--- config.mk ---
export PLATFORM = sky130hd
export DESIGN_NAME = uts_status_fifo
export DESIGN_NICKNAME = d
export VERILOG_FILES = /design/src/core/uts_status_fifo.v /design/src/core/uts_entry_queue.v
export VERILOG_INCLUDE_DIRS = /design/src /design/src/core
export SDC_FILE = /design/constraint.sdc
export NUM_CORES = 1
export LEC_CHECK = 0
export BUFFER_PORTS_ARGS = -buffer_cell sky130_fd_sc_hd__clkbuf_2
export CORE_ASPECT_RATIO = 1.75
export CORE_MARGIN = 10
export CORE_UTILIZATION = 49
export CTS_CLUSTER_DIAMETER = 150
export DETAILED_ROUTE_END_ITERATION = 10
export GPL_ROUTABILITY_DRIVEN = 0
export PLACE_DENSITY_LB_ADDON = 0.25
export SKIP_CTS_REPAIR_TIMING = 1
export SYNTH_ARGS = -nofsm -noshare
export SYNTH_HDL_FRONTEND = slang
export SYNTH_SLANG_ARGS = --single-unit
export TNS_END_PERCENT = 100
--- constraint.sdc ---
create_clock -name clk_sys -period 4.06 [get_ports clk_sys]
set_input_delay 0.203 -clock clk_sys [delete_from_list [all_inputs] [get_ports clk_sys]]
set_output_delay 0.203 -clock clk_sys [all_outputs]
set_load 0.01 [all_outputs]
--- src/core/uts_defines.vh ---
// Register offsets, field positions and reset values of the transfer status queue
`ifndef UTS_DEFINES_VH
`define UTS_DEFINES_VH

// Register byte offsets
`define UTS_OFF_STATUS     12'h000
`define UTS_OFF_FLAGS      12'h004
`define UTS_OFF_LEVEL      12'h008

// Status register field positions
`define UTS_EP_HI          7
`define UTS_EP_LO          4
`define UTS_DIR_BIT        3
`define UTS_BANK_BIT       2

// Interrupt flag register field position
`define UTS_TOKEN_DONE_BIT 3

// Queue geometry and reset values
`define UTS_DEPTH          4
`define UTS_ENTRY_W        6
`define UTS_ENTRY_RST      6'h00
`define UTS_WORD_ZERO      32'h0000_0000

`endif

--- src/core/uts_status_fifo.v ---
// Transfer status queue with APB register access
`timescale 1ns/100ps
`default_nettype none
`include "uts_defines.vh"

module uts_status_fifo #(
    parameter DEPTH = `UTS_DEPTH
) (
    // Clock, reset and APB slave
    input  wire        clk_sys,
    input  wire        rst,
    input  wire        psel,
    input  wire        penable,
    input  wire        pwrite,
    input  wire [11:0] paddr,
    input  wire [31:0] pwdata,
    input  wire [3:0]  pstrb,
    output reg  [31:0] prdata,
    output reg         pready,
    output reg         pslverr,
    // Transaction engine side
    input  wire        tokenDone,
    input  wire [3:0]  tokenEndpoint,
    input  wire        tokenTransmit,
    input  wire        tokenOddBank,
    // Status toward the engine and software
    output reg         pushReadyOut,
    output reg         token_done_flag,
    output reg         lostEntry
);

    // ==========================================================
    // Entry packing
    // Entry layout, most significant first: endpoint number (4 bits),
    // transmit direction, odd bank. The status word places these
    // fields at bits 7 to 2 so one shift covers the whole entry.
    function [`UTS_ENTRY_W-1:0] packEntry;
        input [3:0] ep;
        input       tx;
        input       odd;
        begin
            packEntry = {ep, tx, odd};
        end
    endfunction

    // Status word from an entry, unused bits forced to zero
    function [31:0] statusWord;
        input [`UTS_ENTRY_W-1:0] ent;
        begin
            statusWord = `UTS_WORD_ZERO;
            statusWord[`UTS_EP_HI:`UTS_EP_LO] = ent[5:2];
            statusWord[`UTS_DIR_BIT]  = ent[1];
            statusWord[`UTS_BANK_BIT] = ent[0];
        end
    endfunction

    // ==========================================================
    // Queue
    wire                    qReady;
    wire                    qNotEmpty;
    wire [`UTS_ENTRY_W-1:0] qHead;
    wire [2:0]              qLevel;
    wire                    popReq;
    wire                    pushReq;

    // The queue keeps pointers and occupancy; this level only decides
    // when to push and pop. A full queue refuses the push and the loss
    // marker records it, because the transaction engine has no way to
    // hold a finished token back.
    // Push request on every completed transfer; the queue checks for room
    assign pushReq = tokenDone;

    uts_entry_queue #(
        .WIDTH (`UTS_ENTRY_W),
        .DEPTH (DEPTH),
        .AW    (2)
    ) uQueue (
        .clk_sys   (clk_sys),
        .rst       (rst),
        .pushValid (pushReq),
        .pushData  (packEntry(tokenEndpoint, tokenTransmit,
                              tokenOddBank)),
        .popReq    (popReq),
        .pushReady (qReady),
        .notEmpty  (qNotEmpty),
        .headData  (qHead),
        .level     (qLevel)
    );

    // ==========================================================
    // APB decode
    // Register map, one aligned word each:
    //   status  head entry, read only; writes are ignored
    //   flags   bit 3 token-done, bit 0 lost entry; write one to clear
    //   level   number of entries held, read only
    // Any other address answers with an error and has no effect.
    wire setupPhase;
    wire clearLost;
    wire apbAccess;
    wire apbWrite;
    wire hitStatus;
    wire hitFlags;
    wire hitLevel;
    wire clearDone;

    // Zero wait states: pready is high through every access phase
    assign apbAccess = psel && penable && pready;
    assign apbWrite  = apbAccess && pwrite;
    assign hitStatus = (paddr == `UTS_OFF_STATUS);
    assign hitFlags  = (paddr == `UTS_OFF_FLAGS);
    assign hitLevel  = (paddr == `UTS_OFF_LEVEL);

    // Write one to the token-done bit clears it and pops the head
    assign clearDone = apbWrite && hitFlags && pstrb[0] &&
                       pwdata[`UTS_TOKEN_DONE_BIT];
    // Pop only while the flag stands, so a stray clear never drops data
    assign popReq    = clearDone && token_done_flag;

    // Setup cycle of a transfer: the whole response is decided here
    assign setupPhase = psel && !penable;
    assign clearLost  = apbWrite && hitFlags && pstrb[0] && pwdata[0];

    // ==========================================================
    // Next values of the flag, loss marker and room indicator
    localparam [2:0] LAST_SLOT = DEPTH[2:0] - 3'd1;
    reg        flagNext;
    reg        lostNext;
    reg        roomNext;
    reg        readyNext;
    reg        errNext;
    reg [31:0] rdataNext;

    // Token-done flag follows queue occupancy. A pop drops it for one
    // cycle, then it rises again if entries remain, so software sees a
    // fresh edge per entry. A push in the pop cycle stays queued and
    // re-raises the flag on the next cycle, unless the queue was full, which refuses the push.
    always @* begin
        flagNext = qNotEmpty;
        if (popReq) begin
            flagNext = 1'b0;
        end
    end

    // Loss marker is sticky; a refused push wins over a clear in the
    // same cycle so that a loss is never hidden from software
    always @* begin
        lostNext = lostEntry;
        if (clearLost) begin
            lostNext = 1'b0;
        end
        if (tokenDone && !qReady) begin
            lostNext = 1'b1;
        end
    end

    // Room indicator is one cycle late, so it also drops when the push
    // being taken now fills the last slot
    always @* begin
        roomNext = qReady;
        if (tokenDone && qLevel == LAST_SLOT) begin
            roomNext = 1'b0;
        end
    end

    // Status registers toward software and the transaction engine
    always @(posedge clk_sys or posedge rst) begin
        if (rst) begin
            token_done_flag <= 1'b0;
            lostEntry       <= 1'b0;
            pushReadyOut    <= 1'b1;
        end else begin
            token_done_flag <= flagNext;
            lostEntry       <= lostNext;
            pushReadyOut    <= roomNext;
        end
    end

    // ==========================================================
    // APB response, decided in the setup cycle and registered so the
    // access phase always completes after exactly one cycle
    always @* begin
        readyNext = setupPhase;
        errNext   = setupPhase && !(hitStatus || hitFlags || hitLevel);
        rdataNext = `UTS_WORD_ZERO;
        if (setupPhase && !pwrite) begin
            if (hitStatus) begin
                // Head entry; undefined unless token-done is set
                rdataNext = statusWord(qHead);
            end else if (hitFlags) begin
                rdataNext[`UTS_TOKEN_DONE_BIT] = token_done_flag;
                rdataNext[0] = lostEntry;
            end else if (hitLevel) begin
                rdataNext[2:0] = qLevel;
            end
        end
    end

    // Read data returns to zero outside the access phase
    always @(posedge clk_sys or posedge rst) begin
        if (rst) begin
            pready  <= 1'b0;
            pslverr <= 1'b0;
            prdata  <= `UTS_WORD_ZERO;
        end else begin
            pready  <= readyNext;
            pslverr <= errNext;
            prdata  <= rdataNext;
        end
    end

endmodule

`default_nettype wire

--- src/core/uts_entry_queue.v ---
// Four-deep first-in first-out store of completed transfer records
`timescale 1ns/100ps
`default_nettype none
`include "uts_defines.vh"

module uts_entry_queue #(
    parameter WIDTH = `UTS_ENTRY_W,
    parameter DEPTH = `UTS_DEPTH,
    parameter AW    = 2
) (
    input  wire             clk_sys,
    input  wire             rst,
    input  wire             pushValid,
    input  wire [WIDTH-1:0] pushData,
    input  wire             popReq,
    output wire             pushReady,
    output wire             notEmpty,
    output wire [WIDTH-1:0] headData,
    output wire [AW:0]      level
);

    // ==========================================================
    // Storage and pointers
    reg [WIDTH-1:0] memArr [0:DEPTH-1];
    reg [AW-1:0]    wrPtr_reg;
    reg [AW-1:0]    rdPtr_reg;
    reg [AW:0]      count_reg;
    wire            doPush;
    wire            doPop;

    assign pushReady = (count_reg != DEPTH[AW:0]);
    assign notEmpty  = (count_reg != {(AW+1){1'b0}});
    assign doPush    = pushValid && pushReady;
    assign doPop     = popReq && notEmpty;
    assign headData  = memArr[rdPtr_reg];
    assign level     = count_reg;

    // Write the entry; memory needs no reset, count guards its use
    always @(posedge clk_sys) begin
        if (doPush) begin
            memArr[wrPtr_reg] <= pushData;
        end
    end

    // Pointer and occupancy update; push and pop may share a cycle
    always @(posedge clk_sys or posedge rst) begin
        if (rst) begin
            wrPtr_reg <= {AW{1'b0}};
            rdPtr_reg <= {AW{1'b0}};
            count_reg <= {(AW+1){1'b0}};
        end else begin
            if (doPush) begin
                wrPtr_reg <= wrPtr_reg + 1'b1;
            end
            if (doPop) begin
                rdPtr_reg <= rdPtr_reg + 1'b1;
            end
            if (doPush && !doPop) begin
                count_reg <= count_reg + 1'b1;
            end else if (doPop && !doPush) begin
                count_reg <= count_reg - 1'b1;
            end
        end
    end

endmodule

`default_nettype wire

======== Word-level counts from Yosys, hierarchy flattened ========
Memories as Yosys holds them, arrays and structs flattened.
Index checks and enable logic that the tools add are counted.
Widths: inputs -> output; s select.
operators by class
  add/sub/neg operators ................... 4
  reduce and logical (&&, ||, !) cells .... 29
  muxes and demuxes ....................... 15
  equal/unequal tests ..................... 4
operators with widths
  cell                 number
  $logic_and 1x1->1    17
  $eq 12x3->1 const B  1
  $eq 12x4->1 const B  1
  $logic_not 12->1     1
  $mux 3               3
  $mux 1               8
  $mux 4               2
  $mux 8               1
  $logic_not 1->1      6
  $add 2x1->2 const B  2
  $reduce_bool 2->1    2
  $add 3x1->3 const B  1
  $eq 3x2->1 const B   1
  $ne 3x3->1 const B   1
  $reduce_bool 3->1    1
  $sub 3x1->3 const B  1
  $logic_or 1x1->1     2
  $mux 2               1
word-level totals
  flip-flop bits (word level) ............. 44
  memories ................................ 1
  bits in writable memories ............... 24
  bits of input ports ..................... 60
  logic and storage cells ................. 62
  output and inout port bits .............. 37
memories
  name           words  bits a word  rd ports  clocked after memory_dff  wr ports  RTL line              text
  uQueue.memArr  4      6            1         0                         1         uts_entry_queue.v:24  reg [WIDTH-1:0] memArr [0:DEPTH-1];

======== Depth between registers and ports, before layout ========
  depth after elaboration ................. 11
  mapped depth ............................ 9
  mapped depth without buffers ............ 9

======== By module ========
A second synthesis with hierarchy kept.
second synthesis, totals
  cells, all modules ...................... 141
  area, all modules ....................... 2080.7 µm²
modules (own cells, without submodules)
  module           cells an instance  area an instance (µm²)  instances  sequential area each (µm²)
  uts_entry_queue  68                 1308.8                  1          895.9
  uts_status_fifo  73                 772.0                   1          326.6

======== Worst setup path before layout ========
Ideal clock, no wire load.
  path type ............................... flip-flop to flip-flop
  start ................................... register uQueue.count_reg[0], in the netlist uQueue.level[0]
  end ..................................... register uQueue.count_reg[1], in the netlist uQueue.level[1]
  arrival ................................. 1.871 ns
  library setup time ...................... 0.125 ns
  required time ........................... 3.935 ns
  cell stages (with the launch flop) ...... 8
  period minus slack after synthesis ...... 1.996 ns
  buffers on the path ..................... 1
  slack ................................... 2.064 ns
  cell sequence ........................... dfrtp_1 -> nor3b_1 -> nor2b_1 -> clkbuf_1 -> ha_1 -> inv_1 -> fa_1 -> mux2_2
between the ends
  word-level cells in the longest chain between the ends .. 5
  elaborated cells between the ends (all ways) .. 13
  classes of those cells .................. add/sub (2); eq/ne (1); mux (2); reduce/logical (8)
ends and longest elaborated chain
  what                         RTL line              text
  start, declared              uts_entry_queue.v:27  reg [AW:0] count_reg;
  start signal, assigned       uts_entry_queue.v:50  count_reg <= {(AW+1){1'b0}};
  start signal, assigned       uts_entry_queue.v:59  count_reg <= count_reg + 1'b1;
  start signal, assigned       uts_entry_queue.v:61  count_reg <= count_reg - 1'b1;
  $ne 3x3->1 (*)               uts_entry_queue.v:31  assign pushReady = (count_reg != DEPTH[AW:0]);
  $logic_and 1x1->1 (*)        uts_entry_queue.v:33  assign doPush = pushValid && pushReady;
  named net uQueue.doPush      uts_entry_queue.v:28  wire doPush;
  $logic_not 1->1              uts_entry_queue.v:60  end else if (doPop && !doPush) begin
  $logic_and 1x1->1            uts_entry_queue.v:60
  $reduce_bool 2->1 (no line)  --
The timed path passes the listed nets; every way through them passes the cells marked *. The select of a mux whose other input is x is not followed.
A chain may end at the register's enable or synchronous reset.

======== Worst setup path after layout ========
  start ................................... register uQueue.count_reg[2], in the netlist uQueue.level[2]
  end ..................................... register uQueue.count_reg[2], in the netlist uQueue.level[2]
between the ends
  word-level cells in the longest chain between the ends .. 5
  elaborated cells between the ends (all ways) .. 13
  classes of those cells .................. add/sub (2); eq/ne (1); mux (2); reduce/logical (8)
ends and longest elaborated chain
  what
  parallel branches: the longest is 5 deep, another holds $sub 3x1->3
Several ways; the timed one is not identified. The select of a mux whose other input is x is not followed.

==> qor.csv <==
metric,value,unit
DRT Pass-1 Iters,4,
RSZ-0062 raised after global routing,no,
Area Overhead vs Synth,11.6,%
post-route setup TNS,0,ps
Post-synth EDFFs,24,
flip-flop and latch area,1220,µm²
critical path class,register to register,
row cnt,31,
min-delay worst type,input pin to asynchronous set/reset pin,
Fin Clk Skew,5.15,ps
Clk pwr share,0.237,
Peak VDD IR,0.365,mV
Clock Path Buffers,2,
run status,completed,
multi-input logic area,694,µm²
Routed Wire Length,3820,µm
Final period util,0.555,
CTS Buf Count,5,
IO Port Bufs,39,
P_leak,0.000966,µW
worst reg-to-reg setup slack,1810,ps
Util after Layout,0.561,
htree depth,2,
drt initial violations,17,
Starting Density,0.502,
vias per std cell,4.80,
Final Hold Viols,0,
r2r endpoint,uQueue.level[2]$_DFFE_PP0P_,
final cell count without fillers,235,
CP startpoint kind,register,
num ports,97,
"FFs w/ async S/R, synth",0.455,
total number of vias,1128,
synthesized flop and latch total,44,
die width,68.8,µm
top-area cell type share of the netlist area,0.352,
Yosys warning count,0,
ANT cells,0,
die area,7260,µm²
internal power,787,µW
R2R depth,8,
largest net degree at the start of global routing,21,
Crit Path Max Fanout,8,
worst skew pair latency,290,ps
dpl hpwl,3090,µm
Crit path arrival time,2470,ps
Power Dens Cells,494,nW/µm²
Net Sw Frac,0.302,
placed cells,227,
top cell type by total area after synthesis,edfxtp_1,
post-synth cell types,39,
Sw Pwr,341,µW
r2r startpoint,uQueue.level[2]$_DFFE_PP0P_,
Synth Flop Type,edfxtp_1,
synthesized area per cell,14.3,µm²
Mapped Area,2050,µm²
Detail Route Antenna Nets,0,
fin nets,251,
Core ar.,4070,µm²
CTS tree,yes,
first-pass GRT wire length,5950,µm
cell count after synthesis,143,
clock-pin slew on the worst setup and hold paths,90,ps
final setup violation count,0,
most flop-heavy register,uQueue.memArr,
"Req. time, crit path",4280,ps
Max-slew headroom,0.466,
Root Buffer,clkbuf_8,
drc violations,0,
largest cells by area after synthesis,"edfxtp_1, dfrtp_1, buf_4, mux4_2, ha_1",
Final Worst Setup Slack,1810,ps
initial antenna violation count,0,
share of layout cells above drive strength 1,0.333,
fmax,444,MHz
dpl ws,1810,ps
vias in the first global route,1200,
CTS sink count,44,
Least-Margin Pin Slew,801,ps
Crit. End Element,register,
number of flip-flops in the largest register,24,
Reg power frac,0.550,
Comb power frac,0.213,
max-cap violations,0,
hold_ws,30.4,ps
GR Overflow Total,0,
max-slew violations,0,
gr usage total,0.109,
die outline height,105,µm
Final Critical Period,2250,ps
register area share after synthesis,0.598,
post-DR wirelength/cell,16.2,µm
Layout fillers,346,
==> synthesized netlist by cell type (2+ instances only) <==
master,number
nand2_1,4
nor2_1,4
edfxtp_1,24
nor3_1,3
and2_1,4
nor4_4,2
nand4_1,3
nand3_1,3
dfrtp_1,19
xor2_1,2
buf_4,24
nor2b_1,6
mux4_2,6
inv_1,6
xnor2_1,4
and3_2,2
ha_1,5
==> layout make-up <==
type,count,share of cell area
Timing Repair Buffer,39,0.0855
Clock inverter,3,0.00822
Clock buffer,5,0.0301
Inverter,6,0.00986
Tap cell,49,0.0268
Sequential cell,44,0.535
Multi-Input combinational cell,89,0.304
==> routing by layer <==
metal  up-vias  part of all wire  routed length, µm  GRT usage
li1        543                 -                  -          -
met2        45              0.51               1960      0.184
met1       534              0.34               1290      0.114
met5         -                 0                  0          0
met3         6              0.13                490     0.0371
met4         0             0.020                 78     0.0510
==> critical path: stages (launching register included) <==
cell and delay, ps:
dfrtp_1 440, nor3b_1 180, nor2b_1 430, ha_1 280, inv_1 60, fa_1 380
xor2_1 150, nor2_1 110, xor2_1 140
==> power groups by stage <==
stage               clock [µW]  combinational (µW)  sequential [µW]
detailed placement           0                 244              631
floorplan                    0                 179              619
CTS                        274                 245              621
finish                     268                 240              620
global placement             0                 224              621
global route               293                 275              630
==> cell families after synthesis <==
logic type / count (synthesis) / synth area share
simple gates: 39 / 0.130
other cells: 1 / 0.00183
flops: 44 / 0.598
buf+inv: 33 / 0.105
fa+ha+maj: 6 / 0.0404
xor+xnor: 6 / 0.0257
mux: 8 / 0.0765
compound gates: 6 / 0.0226
==> through the flow <==
| stage | total power [µW] | instance area [µm²] |
|---|---|---|
| finish | 1130 | 2280 |
| global placement | 845 | 2200 |
| floorplan | 797 | 2130 |
| global route | 1200 | 2280 |
| CTS | 1140 | 2280 |
| detailed placement | 875 | 2200 |
==> cell usage in the layout, fill, tap and decap left out <==
master       n
nor4b_1      1
dfstp_2      1
nand3_2      1
clkbuf_8     5
nor4_4       2
a31oi_1      1
nand2_1      4
mux2i_1      1
and3_2       2
ha_1         5
or3_4        1
o32ai_1      1
o31ai_1      1
nor2b_1      6
conb_1      24
clkbuf_2    39
nor3_1       3
xnor2_1      4
o2bb2a_2     1
clkinv_1     1
edfxtp_1    24
inv_1        6
dfrtp_1     19
nor3_2       1
and2_1       4
o21ai_0      1
fa_1         1
nand4_1      3
or2b_1       1
a21boi_0     1
clkinvlp_4   2
mux2_2       1
nor2_1       4
nor3b_1      1
or3_1        1
mux4_2       6
nand2b_1     1
nand3_1      3
xor2_1       2
==> how the worst max path moves through the flow <==
stage | start | endpoint | slack, ps
4_1_cts | uQueue.level[2]$_DFFE_PP0P_ | uQueue.level[2]$_DFFE_PP0P_ | 1790
2_1_floorplan | uQueue.level[0]$_DFFE_PP0P_ | uQueue.level[1]$_DFFE_PP0P_ | 2060
5_1_grt | uQueue.level[2]$_DFFE_PP0P_ | uQueue.level[2]$_DFFE_PP0P_ | 1530
3_3_place_gp | uQueue.level[2]$_DFFE_PP0P_ | uQueue.level[2]$_DFFE_PP0P_ | 1870
3_5_place_dp | uQueue.level[2]$_DFFE_PP0P_ | uQueue.level[2]$_DFFE_PP0P_ | 1810
6_report | uQueue.level[2]$_DFFE_PP0P_ | uQueue.level[2]$_DFFE_PP0P_ | 1810
Power figures use the tool's default switching activity.
